**src/core/led_engine_regs.svh**
```systemverilog
`ifndef LED_ENGINE_REGS_SVH
`define LED_ENGINE_REGS_SVH
// register offsets on the serial-bus register port
`define CTRL_LED1_ADDR   8'h06
`define CTRL_LED2_ADDR   8'h07
`define CTRL_LED3_ADDR   8'h08
`define VAR_D_ADDR       8'h3c
`define VAR_A_ADDR       8'h3d
`define ADC_RESULT_ADDR  8'h42
`define LOG_EN_BIT       5
`define VAR_D_RESET      8'h00
`define CTRL_RESET       8'h00
// ramp / wait word fields
`define PRESCALE_BIT     14
`define STEP_HI          13
`define STEP_LO          9
`define SIGN_BIT         8
// master clock division per prescale setting
`define DIV_FAST         10'd16
`define DIV_SLOW         10'd512
`define SET_PWM_STEPS    5'd1
`endif

```
**src/core/led_engine_pkg.sv**
```systemverilog
package led_engine_pkg;
  typedef enum logic [1:0] {SEL_A, SEL_B, SEL_C, SEL_D} var_sel_t;
  typedef enum logic [1:0] {OP_NONE, OP_RAMP, OP_SET, OP_LD} op_t;
  typedef enum {ST_IDLE, ST_RUN} exec_state_t;
endpackage

```
**src/core/led_engine_ramp_wait_exec.sv**
```systemverilog
// How it works
// - ramp starts at current duty, one unit/step
// - step timing from bit 14 and 13:9
// - prescale 0 divides by 16, 1 by 512
// - sign zero counts up, one down
// - step lasts step time times prescale cycle
// - increment count sets number of steps
// - saturate at 0/255, keep stepping out
// - zero increments acts as one-step wait
// - variable operands captured at start only
// - selector picks A, B, C or D
// - only five low bits used for step time
// - D host-writable, or test result source
// - variable A and D readable over bus
// - log enable bit per output control
// - duty load is immediate, sixteen cycles
// - duty load may take a variable
// - wait freezes outputs, shows wait status
// - wait time is time field times prescale
// - new mapping gets duty only on push
`timescale 1ns/1ps
`include "led_engine_regs.svh"

module led_engine_ramp_wait_exec #(
  parameter int NUM_LEDS = 9
) (
  input  wire logic                    sys_clk,
  input  wire logic                    rst,
  input  wire logic                    master_tick,
  input  wire logic                    instr_valid,
  input  wire logic [15:0]             instr,
  input  wire logic [NUM_LEDS-1:0]     led_map,
  input  wire logic                    var_d_from_adc,
  input  wire logic [7:0]              adc_result,
  input  wire logic [7:0]              reg_addr,
  input  wire logic                    reg_wr,
  input  wire logic [7:0]              reg_wdata,
  output logic [7:0]                   reg_rdata,
  output logic                         busy,
  output logic                         wait_status,
  output logic                         pc_advance,
  output logic                         pwm_push,
  output logic [7:0]                   duty,
  output logic [NUM_LEDS*8-1:0]        led_outputs,
  output logic [NUM_LEDS-1:0]          led_log_en
);
  import led_engine_pkg::*;

  exec_state_t state;
  logic [7:0]  var_a;
  logic [7:0]  var_b;
  logic [7:0]  var_c;
  logic [7:0]  var_d;
  logic [7:0]  ctrl [3];
  logic        prescale_q;
  logic [4:0]  step_q;
  logic        sign_q;
  logic        is_ramp;
  logic [7:0]  inc_left;
  logic [8:0]  div_cnt;
  logic [4:0]  step_cnt;
  op_t         op;
  logic        start;
  logic [7:0]  d_value;
  logic [7:0]  ld_val;
  logic [8:0]  div_last;
  logic        cycle_end;
  logic        step_end;
  logic        last_step;
  logic [7:0]  next_duty;
  logic        next_push;
  logic        start_wait;

  function automatic logic [7:0] pick_var(input logic [1:0] sel, input logic [7:0] a,
                                          input logic [7:0] b, input logic [7:0] c,
                                          input logic [7:0] d);
    case (var_sel_t'(sel))
      SEL_A:   pick_var = a;
      SEL_B:   pick_var = b;
      SEL_C:   pick_var = c;
      default: pick_var = d;
    endcase
  endfunction

  // the immediate duty load form is checked before the numeric ramp, whose encoding overlaps it
  function automatic op_t decode(input logic [15:0] w);
    if (w[15:8] == 8'h40)
      decode = OP_SET;
    else if (w[15] == 1'b0)
      decode = OP_RAMP;
    else if (w[15:10] == 6'b100001 && w[7:4] == 4'h6 && w[3:2] == 2'b00)
      decode = OP_SET;
    else if (w[15:10] == 6'b100001 && w[7:4] == 4'h0)
      decode = OP_RAMP;
    else if (w[15:12] == 4'b1001 && w[9:8] == 2'b00)
      decode = OP_LD;
    else
      decode = OP_NONE;
  endfunction

  // D comes from the host register or from the test result
  assign d_value = var_d_from_adc ? adc_result : var_d;
  assign op      = decode(instr);
  assign start   = instr_valid && !busy && op != OP_NONE;
  assign ld_val  = instr[15] ? pick_var(instr[1:0], var_a, var_b, var_c, d_value)
                             : instr[7:0];

  // a zero count read from a variable must raise wait status as early as an immediate one
  assign start_wait = start && op == OP_RAMP &&
                      (instr[15] ? pick_var(instr[1:0], var_a, var_b, var_c, d_value) : instr[7:0]) == 8'd0;

  // register port
  always_ff @(posedge sys_clk) begin
    if (rst) begin
      var_d   <= `VAR_D_RESET;
      ctrl[0] <= `CTRL_RESET;
      ctrl[1] <= `CTRL_RESET;
      ctrl[2] <= `CTRL_RESET;
    end else if (reg_wr) begin
      case (reg_addr)
        `VAR_D_ADDR:    var_d   <= reg_wdata;
        `CTRL_LED1_ADDR: ctrl[0] <= reg_wdata;
        `CTRL_LED2_ADDR: ctrl[1] <= reg_wdata;
        `CTRL_LED3_ADDR: ctrl[2] <= reg_wdata;
        default: ;
      endcase
    end
  end

  always_ff @(posedge sys_clk) begin
    if (rst) begin
      reg_rdata <= 8'h00;
    end else begin
      case (reg_addr)
        `VAR_D_ADDR:      reg_rdata <= var_d;
        `VAR_A_ADDR:      reg_rdata <= var_a;
        `ADC_RESULT_ADDR: reg_rdata <= adc_result;
        `CTRL_LED1_ADDR:  reg_rdata <= ctrl[0];
        `CTRL_LED2_ADDR:  reg_rdata <= ctrl[1];
        `CTRL_LED3_ADDR:  reg_rdata <= ctrl[2];
        default:          reg_rdata <= 8'h00;
      endcase
    end
  end

  // three control registers each serve three outputs; shaping itself lives in the driver
  generate
    for (genvar i = 0; i < NUM_LEDS; i++) begin : g_log
      always_ff @(posedge sys_clk) begin
        if (rst) begin
          led_log_en[i] <= 1'b0;
        end else begin
          led_log_en[i] <= ctrl[(i / 3) % 3][`LOG_EN_BIT];
        end
      end
    end
  endgenerate

  // variable load: B and C are not visible on the bus
  always_ff @(posedge sys_clk) begin
    if (rst) begin
      var_a <= 8'h00;
      var_b <= 8'h00;
      var_c <= 8'h00;
    end else if (start && op == OP_LD) begin
      case (var_sel_t'(instr[11:10]))
        SEL_A:   var_a <= instr[7:0];
        SEL_B:   var_b <= instr[7:0];
        SEL_C:   var_c <= instr[7:0];
        default: ;
      endcase
    end
  end

  // timing: master ticks per prescale cycle, cycles per step
  // the last count of the slow divider needs all nine bits, the divisor itself does not fit
  assign div_last  = 9'(prescale_q ? `DIV_SLOW - 10'd1 : `DIV_FAST - 10'd1);
  // a step time of zero wraps round to 32 cycles; software keeps it at 1 to 31
  assign cycle_end = state == ST_RUN && master_tick && div_cnt == div_last;
  assign step_end  = cycle_end && step_cnt == step_q - 5'd1;
  assign last_step = inc_left <= 8'd1;

  always_ff @(posedge sys_clk) begin
    if (rst) begin
      state      <= ST_IDLE;
      busy       <= 1'b0;
      prescale_q <= 1'b0;
      step_q     <= 5'd1;
      sign_q     <= 1'b0;
      is_ramp    <= 1'b0;
      inc_left   <= 8'd0;
      div_cnt    <= 9'd0;
      step_cnt   <= 5'd0;
    end else begin
      case (state)
        ST_IDLE: begin
          div_cnt  <= 9'd0;
          step_cnt <= 5'd0;
          if (start && op == OP_RAMP) begin
            state      <= ST_RUN;
            busy       <= 1'b1;
            is_ramp    <= 1'b1;
            sign_q     <= instr[`SIGN_BIT];
            if (instr[15]) begin
              // operands frozen here; later variable writes do not reach the ramp
              prescale_q <= instr[9];
              // upper three bits of the variable are dropped on purpose
              step_q     <= 5'(pick_var(instr[3:2], var_a, var_b, var_c, d_value));
              inc_left   <= pick_var(instr[1:0], var_a, var_b, var_c, d_value);
            end else begin
              prescale_q <= instr[`PRESCALE_BIT];
              step_q     <= instr[`STEP_HI:`STEP_LO];
              inc_left   <= instr[7:0];
            end
          end else if (start && op == OP_SET) begin
            state      <= ST_RUN;
            busy       <= 1'b1;
            is_ramp    <= 1'b0;
            prescale_q <= 1'b0;
            step_q     <= `SET_PWM_STEPS;
            inc_left   <= 8'd0;
          end
        end
        ST_RUN: begin
          if (master_tick) begin
            div_cnt <= cycle_end ? 9'd0 : div_cnt + 9'd1;
          end
          if (cycle_end) begin
            step_cnt <= step_end ? 5'd0 : step_cnt + 5'd1;
          end
          if (step_end) begin
            if (last_step) begin
              state <= ST_IDLE;
              busy  <= 1'b0;
            end else begin
              inc_left <= inc_left - 8'd1;
            end
          end
        end
        default: state <= ST_IDLE;
      endcase
    end
  end

  // duty update, saturating; steps still run out after a limit is hit
  always_comb begin
    next_duty = duty;
    next_push = 1'b0;
    if (start && op == OP_SET) begin
      next_duty = ld_val;
      next_push = 1'b1;
    end else if (step_end && is_ramp && inc_left != 8'd0) begin
      next_push = 1'b1;
      if (!sign_q && duty != 8'hff)
        next_duty = duty + 8'd1;
      else if (sign_q && duty != 8'h00)
        next_duty = duty - 8'd1;
    end
  end

  always_ff @(posedge sys_clk) begin
    if (rst) begin
      duty     <= 8'h00;
      pwm_push <= 1'b0;
    end else begin
      duty     <= next_duty;
      pwm_push <= next_push;
    end
  end

  // ld finishes in its taking cycle, so it advances without ever raising busy
  always_ff @(posedge sys_clk) begin
    if (rst) begin
      pc_advance <= 1'b0;
    end else begin
      pc_advance <= (step_end && last_step) || (start && op == OP_LD);
    end
  end

  // a zero-count ramp holds the outputs frozen for its one step
  always_ff @(posedge sys_clk) begin
    if (rst) begin
      wait_status <= 1'b0;
    end else begin
      wait_status <= (state == ST_RUN && is_ramp && inc_left == 8'd0 && !(step_end && last_step)) ||
                     start_wait;
    end
  end

  // only mapped outputs take the value, and only on a push
  generate
    for (genvar i = 0; i < NUM_LEDS; i++) begin : g_out
      always_ff @(posedge sys_clk) begin
        if (rst) begin
          led_outputs[i*8 +: 8] <= 8'h00;
        end else if (next_push && led_map[i]) begin
          led_outputs[i*8 +: 8] <= next_duty;
        end
      end
    end
  endgenerate

endmodule // led_engine_ramp_wait_exec

```
**config.mk**
```make
export PLATFORM = sky130hd
export DESIGN_NAME = led_engine_ramp_wait_exec
export DESIGN_NICKNAME = d
export VERILOG_FILES = /design/src/core/led_engine_pkg.sv /design/src/core/led_engine_ramp_wait_exec.sv
export VERILOG_INCLUDE_DIRS = /design/src /design/src/core
export SDC_FILE = /design/constraint.sdc
export NUM_CORES = 1
export LEC_CHECK = 0
export ABC_CLOCK_PERIOD_IN_PS = 5750
export BUFFER_PORTS_ARGS = -buffer_cell sky130_fd_sc_hd__buf_2
export CORE_ASPECT_RATIO = 1.4
export CORE_MARGIN = 1.5
export CORE_UTILIZATION = 61
export DETAILED_ROUTE_END_ITERATION = 6
export GPL_TIMING_DRIVEN = 0
export PLACE_DENSITY = 0.91
export SETUP_SLACK_MARGIN = 0.3
export SLEW_MARGIN = 20
export SYNTH_ARGS = -nofsm -noshare
export SYNTH_HDL_FRONTEND = slang
export SYNTH_SLANG_ARGS = --single-unit
```
**constraint.sdc**
```tcl
create_clock -name sys_clk -period 5.75 [get_ports sys_clk]
set_input_delay 1.15 -clock sys_clk [delete_from_list [all_inputs] [get_ports sys_clk]]
set_output_delay 1.15 -clock sys_clk [all_outputs]
set_load 0.005 [all_outputs]
```
==> results of run 1 <==
==> logic make-up (layout without fill, tap and decap cells) <==
group	Yosys count	count (layout)
AND/OR/NAND/NOR	363	363
flip-flops	181	181
multiplexers	117	117
buffers and inverters	83	263
XOR/XNOR	17	17
AO/OA/AOI/OAI	184	184
adder cells (fa/ha/maj)	9	9
other	0	1
==> power by group through the flow <==
| stage | registers [mW] | clock network (mW) | logic (mW) |
|---|---|---|---|
| after floorplan | 1.33 | 0 | 0.152 |
| final | 1.31 | 1.15 | 0.254 |
| after global placement | 1.34 | 0 | 0.236 |
| after CTS | 1.31 | 1.15 | 0.245 |
| after global routing | 1.31 | 1.20 | 0.267 |
| after detailed placement | 1.34 | 0 | 0.241 |
==> worst min path at each step <==
stage | start | end | cells after the start
floorplan | is_ramp$_SDFFE_PP0P_ | is_ramp$_SDFFE_PP0P_ | 2
global placement | led_outputs[55]$_SDFFE_PP0P_ | led_outputs[55]$_SDFFE_PP0P_ | 2
detailed placement | led_outputs[32]$_SDFFE_PP0P_ | led_outputs[32]$_SDFFE_PP0P_ | 2
CTS | led_outputs[49]$_SDFFE_PP0P_ | led_outputs[49]$_SDFFE_PP0P_ | 2
global route | led_outputs[49]$_SDFFE_PP0P_ | led_outputs[49]$_SDFFE_PP0P_ | 2
finish | led_outputs[51]$_SDFFE_PP0P_ | led_outputs[51]$_SDFFE_PP0P_ | 2
==> worst register-to-register path: cells and delay by family, from the launching register on <==
family / cells / cell delay, ns
AND/OR/NAND/NOR: 4 / 1.03
buffers and inverters: 3 / 0.80
flip-flops: 1 / 0.41
adder cells (fa/ha/maj): 1 / 0.22
XOR/XNOR: 1 / 0.22
AO/OA/AOI/OAI: 1 / 0.21
==> cell type report <==
| cell class | count | share of cell area, % |
|---|---|---|
| buffer | 61 | 3.03 |
| multi-input combinational | 690 | 45.0 |
| timing repair buffer | 148 | 7.01 |
| sequential | 181 | 36.6 |
| clock buffer | 19 | 4.10 |
| inverter | 22 | 0.782 |
| clock inverter | 13 | 1.24 |
| tap | 189 | 2.24 |
| antenna | 1 | 0.0237 |
==> flip-flops by register name, indices dropped and copies added (netlist names), 8 cells and up <==
register / flops
var_d: 8
div_cnt: 9
reg_rdata: 8
duty: 8
var_c: 8
var_a: 8
ctrl: 24
inc_left: 8
var_b: 8
led_outputs: 72
==> placed cells by master (no fill, tap or decap), types with 8 or more instances in the layout <==
cell,netlist,routed
clkbuf_16,0,17
edfxtp_1,24,24
nor4_1,8,8
nor3_1,11,11
a22o_1,16,16
or3_1,8,8
nand2_1,102,102
nor2_1,92,92
a21oi_1,30,30
ha_1,9,9
a211oi_1,13,13
inv_1,21,21
xnor2_1,10,10
mux2i_1,110,110
clkbuf_1,29,31
nand3_1,28,28
nor2b_1,25,25
buf_4,8,8
dfxtp_1,157,157
o21ai_0,18,18
nand2b_1,9,9
nand4_1,13,13
buf_2,18,166
and2_1,12,12
a31o_2,8,8
o21ai_1,8,8
==> per-stage QoR <==
stage | hold slack (ns) | utilization [%]
after floorplan | 0.445 | -
after global placement | 0.442 | 69.2
after detailed placement | 0.448 | 69.2
after CTS | 0.464 | 73.1
after global routing | 0.482 | 73.1
final | 0.463 | 73.1
==> cells in the mapped netlist (10+ instances only) <==
cell type	number
dfxtp_1	157
mux2i_1	110
nand2_1	102
nor2_1	92
a21oi_1	30
clkbuf_1	29
nand3_1	28
nor2b_1	25
edfxtp_1	24
inv_1	21
buf_2	18
o21ai_0	18
a22o_1	16
a211oi_1	13
nand4_1	13
and2_1	12
nor3_1	11
xnor2_1	10
==> metal layers <==
metal | share of wire [%] | vias up | wire, um
li1 | - | 3810 | -
met1 | 36 | 3924 | 9750
met2 | 49 | 504 | 13100
met3 | 9.0 | 128 | 2410
met4 | 6.1 | 0 | 1650
met5 | 0 | - | 0
==> metrics.yaml, run 1 <==
outcome:
  status: "complete, no violations"
sta:
  relSlewSlack_pct: 34.8
  fin_crit_sh_pct: 62.1
  fmax_ghz: 0.280
  drv_slew: 0
  min_period_ns: 3.57
  skew_ns: 0.0161
  hold_viol_final: 0
  postLayoutSetupSlackWorst_ns: 2.18
  setup_viol: 0
  worst_slew_pin_slew_ns: 0.973
  rsz0062_at_grt: "no"
  setup_tns_ns: 0
place:
  dp_cells: 1291
  dpl_cell_area_um2: 9990
  dp_slack_ns: 1.86
  gp_congestion: 1.02
  io_buffers: 148
  hpwl_um: 19500
power:
  combPwrFrac_pct: 9.4
  clockPowerShare_pct: 42.4
  switching_share_pct: 26.6
  pwr-share-seq_pct: 48.3
  p_leak_nw: 4.73
  p_per_area_nw_per_um2: 257
  power_mw: 2.71
  internal_power_mw: 1.99
  vdd_drop_max_mv: 0.178
  p_switching_mw: 0.721
cells_and_area:
  stdcell_count: 1324
  nets: 1185
  layout-drive-gt1-share_pct: 22.8
  regArea_um2: 3860
  fillers: 1083
  fin_area_um2: 10600
  multi_input_area_um2: 4750
  area_growth_pct: 17.1
setup_path:
  cp.depth: 9
  crit_required_ns: 6.05
  max_stage_delay_ns: 0.69
  end_kind: "flip-flop"
  crit_top_cell: "buf_2"
  rr_worst_depth: 10
  cp-startpoint: "instr[1]"
  cp.arrival_ns: 3.87
  reg2reg_slack_ns: 2.72
  cp-start-kind: "primary input"
  critPathTopFamily: "compound AO/OA/AOI/OAI gates"
  critPathKind: "in2reg"
  cp-endpoint: "led_outputs[48]$_SDFFE_PP0P_"
  r2r-start: "step_q[0]$_SDFFE_PP1P_"
  path_cells: "buf_2 -> buf_2 -> buf_2 -> mux2i_1 -> nor2_1 -> a211oi_1 -> nand2_1 -> nand4_1 -> o21ai_0"
  slowest_stage: "a211oi_1"
  cp_max_fo: 10
  r2r-end: "led_outputs[48]$_SDFFE_PP0P_"
  crit_buf_inv: 3
yosys:
  synth_compound_area_share_pct: 15.4
  synth_fa_ha_area_share_pct: 1.25
  yosysTopAreaCell: "dfxtp_1"
  synth_cell_types: 99
  synth_ff_type: "dfxtp_1"
  yosys.area.top_type_share_pct: 34.9
  yosys.area_share.simple_pct: 20.9
  ys_async_sr_fraction_pct: 0
  synth_cells: 954
  synth.area.top_cells: "dfxtp_1 (35%), mux2i_1 (12%), edfxtp_1 (8.0%)"
  synth_mux_area_share_pct: 13.5
  synth_xor_area_share_pct: 1.65
  ys_warn_count: 0
  yosysSeqAreaShare_pct: 42.9
  synthesis.area_um2: 9020
  ys_ff_latch: 181
  synth_top_family_by_area: "simple AND/OR/NAND/NOR gates"
  syn_nets: 1018
  synth_edf_count: 24
  syn_avg_cell_area_um2: 9.45
floorplan:
  rows: 52
  die_w_um: 106
  io-pin-count: 156
  core_area_um2: 14400
  die_y_um: 147
  dieArea_um2: 15500
  initial_core_util_pct: 62.4
clock_tree:
  ctsResizeCount: 0
  clkLatencyLatePin_ns: 0.45
  cts-htree-levels: 4
  cts_buffers: 17
  clock_tree.root_cell: "clkbuf_16"
  cts_hold_buf: 0
  postCtsSetupRepairBufs: 0
  cts_sinks: 181
  clk_pin_slew_ns: 0.07
  cts_tree: "done"
  cts.path.max_buffers: 2
global_route:
  grt_max_degree: 18
  met1_usage_pct: 37.0
  antenna_found_initial: 1
  grt_usage_pct: 34.2
  top_usage_layer: "met2"
  overflow: 0
  grt_pass1_vias: 8317
  use_met3_pct: 7.54
  met2_usage_pct: 58.9
  grt_pass1_wl_um: 41400
min_path:
  hp-class: "reg2reg"
drt:
  initialDrtViolationCount: 647
  drc: 0
  drt-vias-per-instance: 6.32
  routed_wl_um: 26900
  wl_per_cell_um: 20.3
  via_count: 8366
  ant_nets: 0
  first_pass_iters: 5
flow_run:
  max_cap_viol_count: 0
No activity file was read; power rests on OpenSTA's default activity.
==> inputs of run 2 (changes only) <==
--- a/config.mk
+++ b/config.mk
@@ -6,14 +6,14 @@
 export SDC_FILE = /design/constraint.sdc
 export NUM_CORES = 1
 export LEC_CHECK = 0
-export ABC_CLOCK_PERIOD_IN_PS = 5750
+export ABC_CLOCK_PERIOD_IN_PS = 3700
 export BUFFER_PORTS_ARGS = -buffer_cell sky130_fd_sc_hd__buf_2
 export CORE_ASPECT_RATIO = 1.4
 export CORE_MARGIN = 1.5
-export CORE_UTILIZATION = 61
+export CORE_UTILIZATION = 57
 export DETAILED_ROUTE_END_ITERATION = 6
 export GPL_TIMING_DRIVEN = 0
-export PLACE_DENSITY = 0.91
+export PLACE_DENSITY = 0.86
 export SETUP_SLACK_MARGIN = 0.3
 export SLEW_MARGIN = 20
 export SYNTH_ARGS = -nofsm -noshare
==> constraint.sdc (replaced) <==
create_clock -name sys_clk -period 3.7 [get_ports sys_clk]
set_input_delay 0.74 -clock sys_clk [delete_from_list [all_inputs] [get_ports sys_clk]]
set_output_delay 0.74 -clock sys_clk [all_outputs]
set_load 0.005 [all_outputs]
==> metrics.yaml, run 2 (synthesis gave the netlist of run 1 again) <==
global_route:
  overflow: 0  # unchanged
  grt_pass1_vias: 8126  # was 8317
  grt_max_degree: 20  # was 18
  grt_usage_pct: 32.4  # was 34.2%
  antenna_found_initial: 2  # was 1
  grt_pass1_wl_um: 41700  # was 41400 um
min_path:
  whs_path_depth: 2  # unchanged
  hold_end: "led_outputs[13]$_SDFFE_PP0P_"  # was led_outputs[51]$_SDFFE_PP0P_
  hp-class: "reg2reg"  # unchanged
  min_from: "led_outputs[13]$_SDFFE_PP0P_"  # was led_outputs[51]$_SDFFE_PP0P_
clock_tree:
  clkLatencyLatePin_ns: 0.44  # was 0.45 ns
  cts-htree-levels: 4  # unchanged
  cts_tree: "done"  # unchanged
  cts_hold_buf: 0  # unchanged
  clock_tree.root_cell: "clkbuf_16"  # unchanged
  cts.path.max_buffers: 2  # unchanged
  postCtsSetupRepairBufs: 0  # unchanged
  cts_buffers: 17  # unchanged
  ctsResizeCount: 0  # unchanged
  cts_sinks: 181  # unchanged
  clk_pin_slew_ns: 0.08  # was 0.07 ns
setup_path:
  cp-start-kind: "primary input"  # unchanged
  max_stage_delay_ns: 0.67  # was 0.69 ns
  path_cells: "buf_2 -> buf_2 -> buf_2 -> mux2i_1 -> nor2_1 -> a211oi_1 -> nand2_1 -> nand4_1 -> o21ai_0"  # unchanged
  cp_max_fo: 10  # unchanged
  r2r-start: "step_q[0]$_SDFFE_PP1P_"  # unchanged
  r2r-end: "led_outputs[48]$_SDFFE_PP0P_"  # unchanged
  cp.arrival_ns: 3.37  # was 3.87 ns
  end_kind: "flip-flop"  # unchanged
  slowest_stage: "a211oi_1"  # unchanged
  critPathKind: "in2reg"  # unchanged
  crit_top_cell: "buf_2"  # unchanged
  rr_worst_depth: 10  # unchanged
  crit_required_ns: 3.99  # was 6.05 ns
  reg2reg_slack_ns: 0.65  # was 2.72 ns
power:
  p_leak_nw: 4.74  # was 4.73 nW
  p_per_area_nw_per_um2: 401  # was 257 nW/um^2
  power_mw: 4.26  # was 2.71 mW
  vdd_drop_max_mv: 0.306  # was 0.178 mV
drt:
  wl_per_cell_um: 20.0  # was 20.3 um
  ant_nets: 0  # unchanged
  drc: 0  # unchanged
  via_count: 8258  # was 8366
  initialDrtViolationCount: 593  # was 647
  routed_wl_um: 26700  # was 26900 um
  drt-vias-per-instance: 6.20  # was 6.32
  first_pass_iters: 7  # was 5
cells_and_area:
  largest_register_ff_count: 72  # unchanged
  layout-drive-gt1-share_pct: 23.0  # was 22.8%
  nets: 1185  # unchanged
  final_cell_mix: "buf_2 (166), dfxtp_1 (157), mux2i_1 (110), nand2_1 (102), nor2_1 (92)"  # unchanged
  fillers: 1261  # was 1083
  top_regs: "led_outputs x72, ctrl x24, div_cnt x9"  # unchanged
  max_flop_register: "led_outputs"  # unchanged
  final_common_cell: "buf_2"  # unchanged
  area_growth_pct: 17.6  # was 17.1%
floorplan:
  io-pin-count: 156  # unchanged
  rows: 54  # was 52
  die_y_um: 152  # was 147 um
  die_w_um: 109  # was 106 um
  dieArea_um2: 16600  # was 15500 um^2
  initial_core_util_pct: 58.0  # was 62.4%
  core_area_um2: 15500  # was 14400 um^2
sta:
  fmax_ghz: 0.325
  drv_slew: 0  # unchanged
  relSlewSlack_pct: 42.7  # was 34.8%
  min_period_ns: 3.08
  hold_viol_final: 0  # unchanged
  rsz0062_at_grt: "no"  # unchanged
  setup_tns_ns: 0  # unchanged
  skew_ns: 0.0137  # was 0.0161 ns
  fin_crit_sh_pct: 83.2
  worst_slew_pin_slew_ns: 0.854  # was 0.973 ns
  setup_viol: 0  # unchanged
place:
  hpwl_um: 19600  # was 19500 um
  io_buffers: 148  # unchanged
  gp_congestion: 0.954  # was 1.02
outcome:
  status: "complete, no violations"  # unchanged
flow_run:
  max_cap_viol_count: 0  # unchanged
## run 2: worst max-delay path: cells and delay by family
family,cells,cell delay (ns)
AO/OA/AOI/OAI,2,0.85
multiplexers,1,0.21
buffers and inverters,3,0.83
AND/OR/NAND/NOR,3,0.71
## run 2: worst max-delay path by stage
stage,endpoint,depth (start not counted),slack (ns),start
after floorplan,led_outputs[48]$_SDFFE_PP0P_,9,1.23,instr[1]
after global routing,led_outputs[32]$_SDFFE_PP0P_,9,0.51,instr[1]
final,led_outputs[48]$_SDFFE_PP0P_,9,0.62,instr[1]
after detailed placement,led_outputs[48]$_SDFFE_PP0P_,9,0.29,instr[1]
after global placement,led_outputs[48]$_SDFFE_PP0P_,9,0.22,instr[1]
after CTS,led_outputs[48]$_SDFFE_PP0P_,9,0.71,instr[1]
## run 2: per-layer routing
layer  GRT usage (%)  share of wire, %  routed length, um  up-vias
met5               0             0.049                 13        -
met4            17.9               5.1               1370        2
met3            6.35               8.1               2170      100
met2            54.9                49              13100      437
met1            37.6                38              10100     3923
li1                -                 -                  -     3796
## run 2: through the flow
step                util [%]  cells  setup WS [ns]  hold slack (ns)  area, um^2
floorplan                  -    954           1.23            0.445        9020
global placement        64.4   1298          0.217            0.442       10000
detailed placement      64.4   1298          0.294            0.449       10000
CTS                     68.2   1330          0.712            0.465       10600
global route            68.2   1331          0.514            0.478       10600
finish                  68.2   1331          0.623            0.459       10600
## run 2: cell type report
| type | instances | area, um^2 | area share, % |
|---|---|---|---|
| multi-input cells | 690 | 4750 | 44.8 |
| flip-flops and latches | 181 | 3860 | 36.4 |
| diodes | 1 | 2.50 | 0.0236 |
| clock buffers | 18 | 439 | 4.14 |
| plain buffers | 61 | 320 | 3.02 |
| well taps | 196 | 245 | 2.31 |
| repair buffers | 148 | 741 | 6.99 |
| inverters | 22 | 82.6 | 0.779 |
| clock inverters | 14 | 156 | 1.48 |
## run 2: power by group
| group | internal [mW] | switching [mW] | leakage, nW |
|---|---|---|---|
| sequential | 2.01 | 0.0205 | 1.49 |
| clock | 0.928 | 0.907 | 0.291 |
| combinational | 0.131 | 0.254 | 2.96 |
| total | 3.07 | 1.18 | 4.74 |
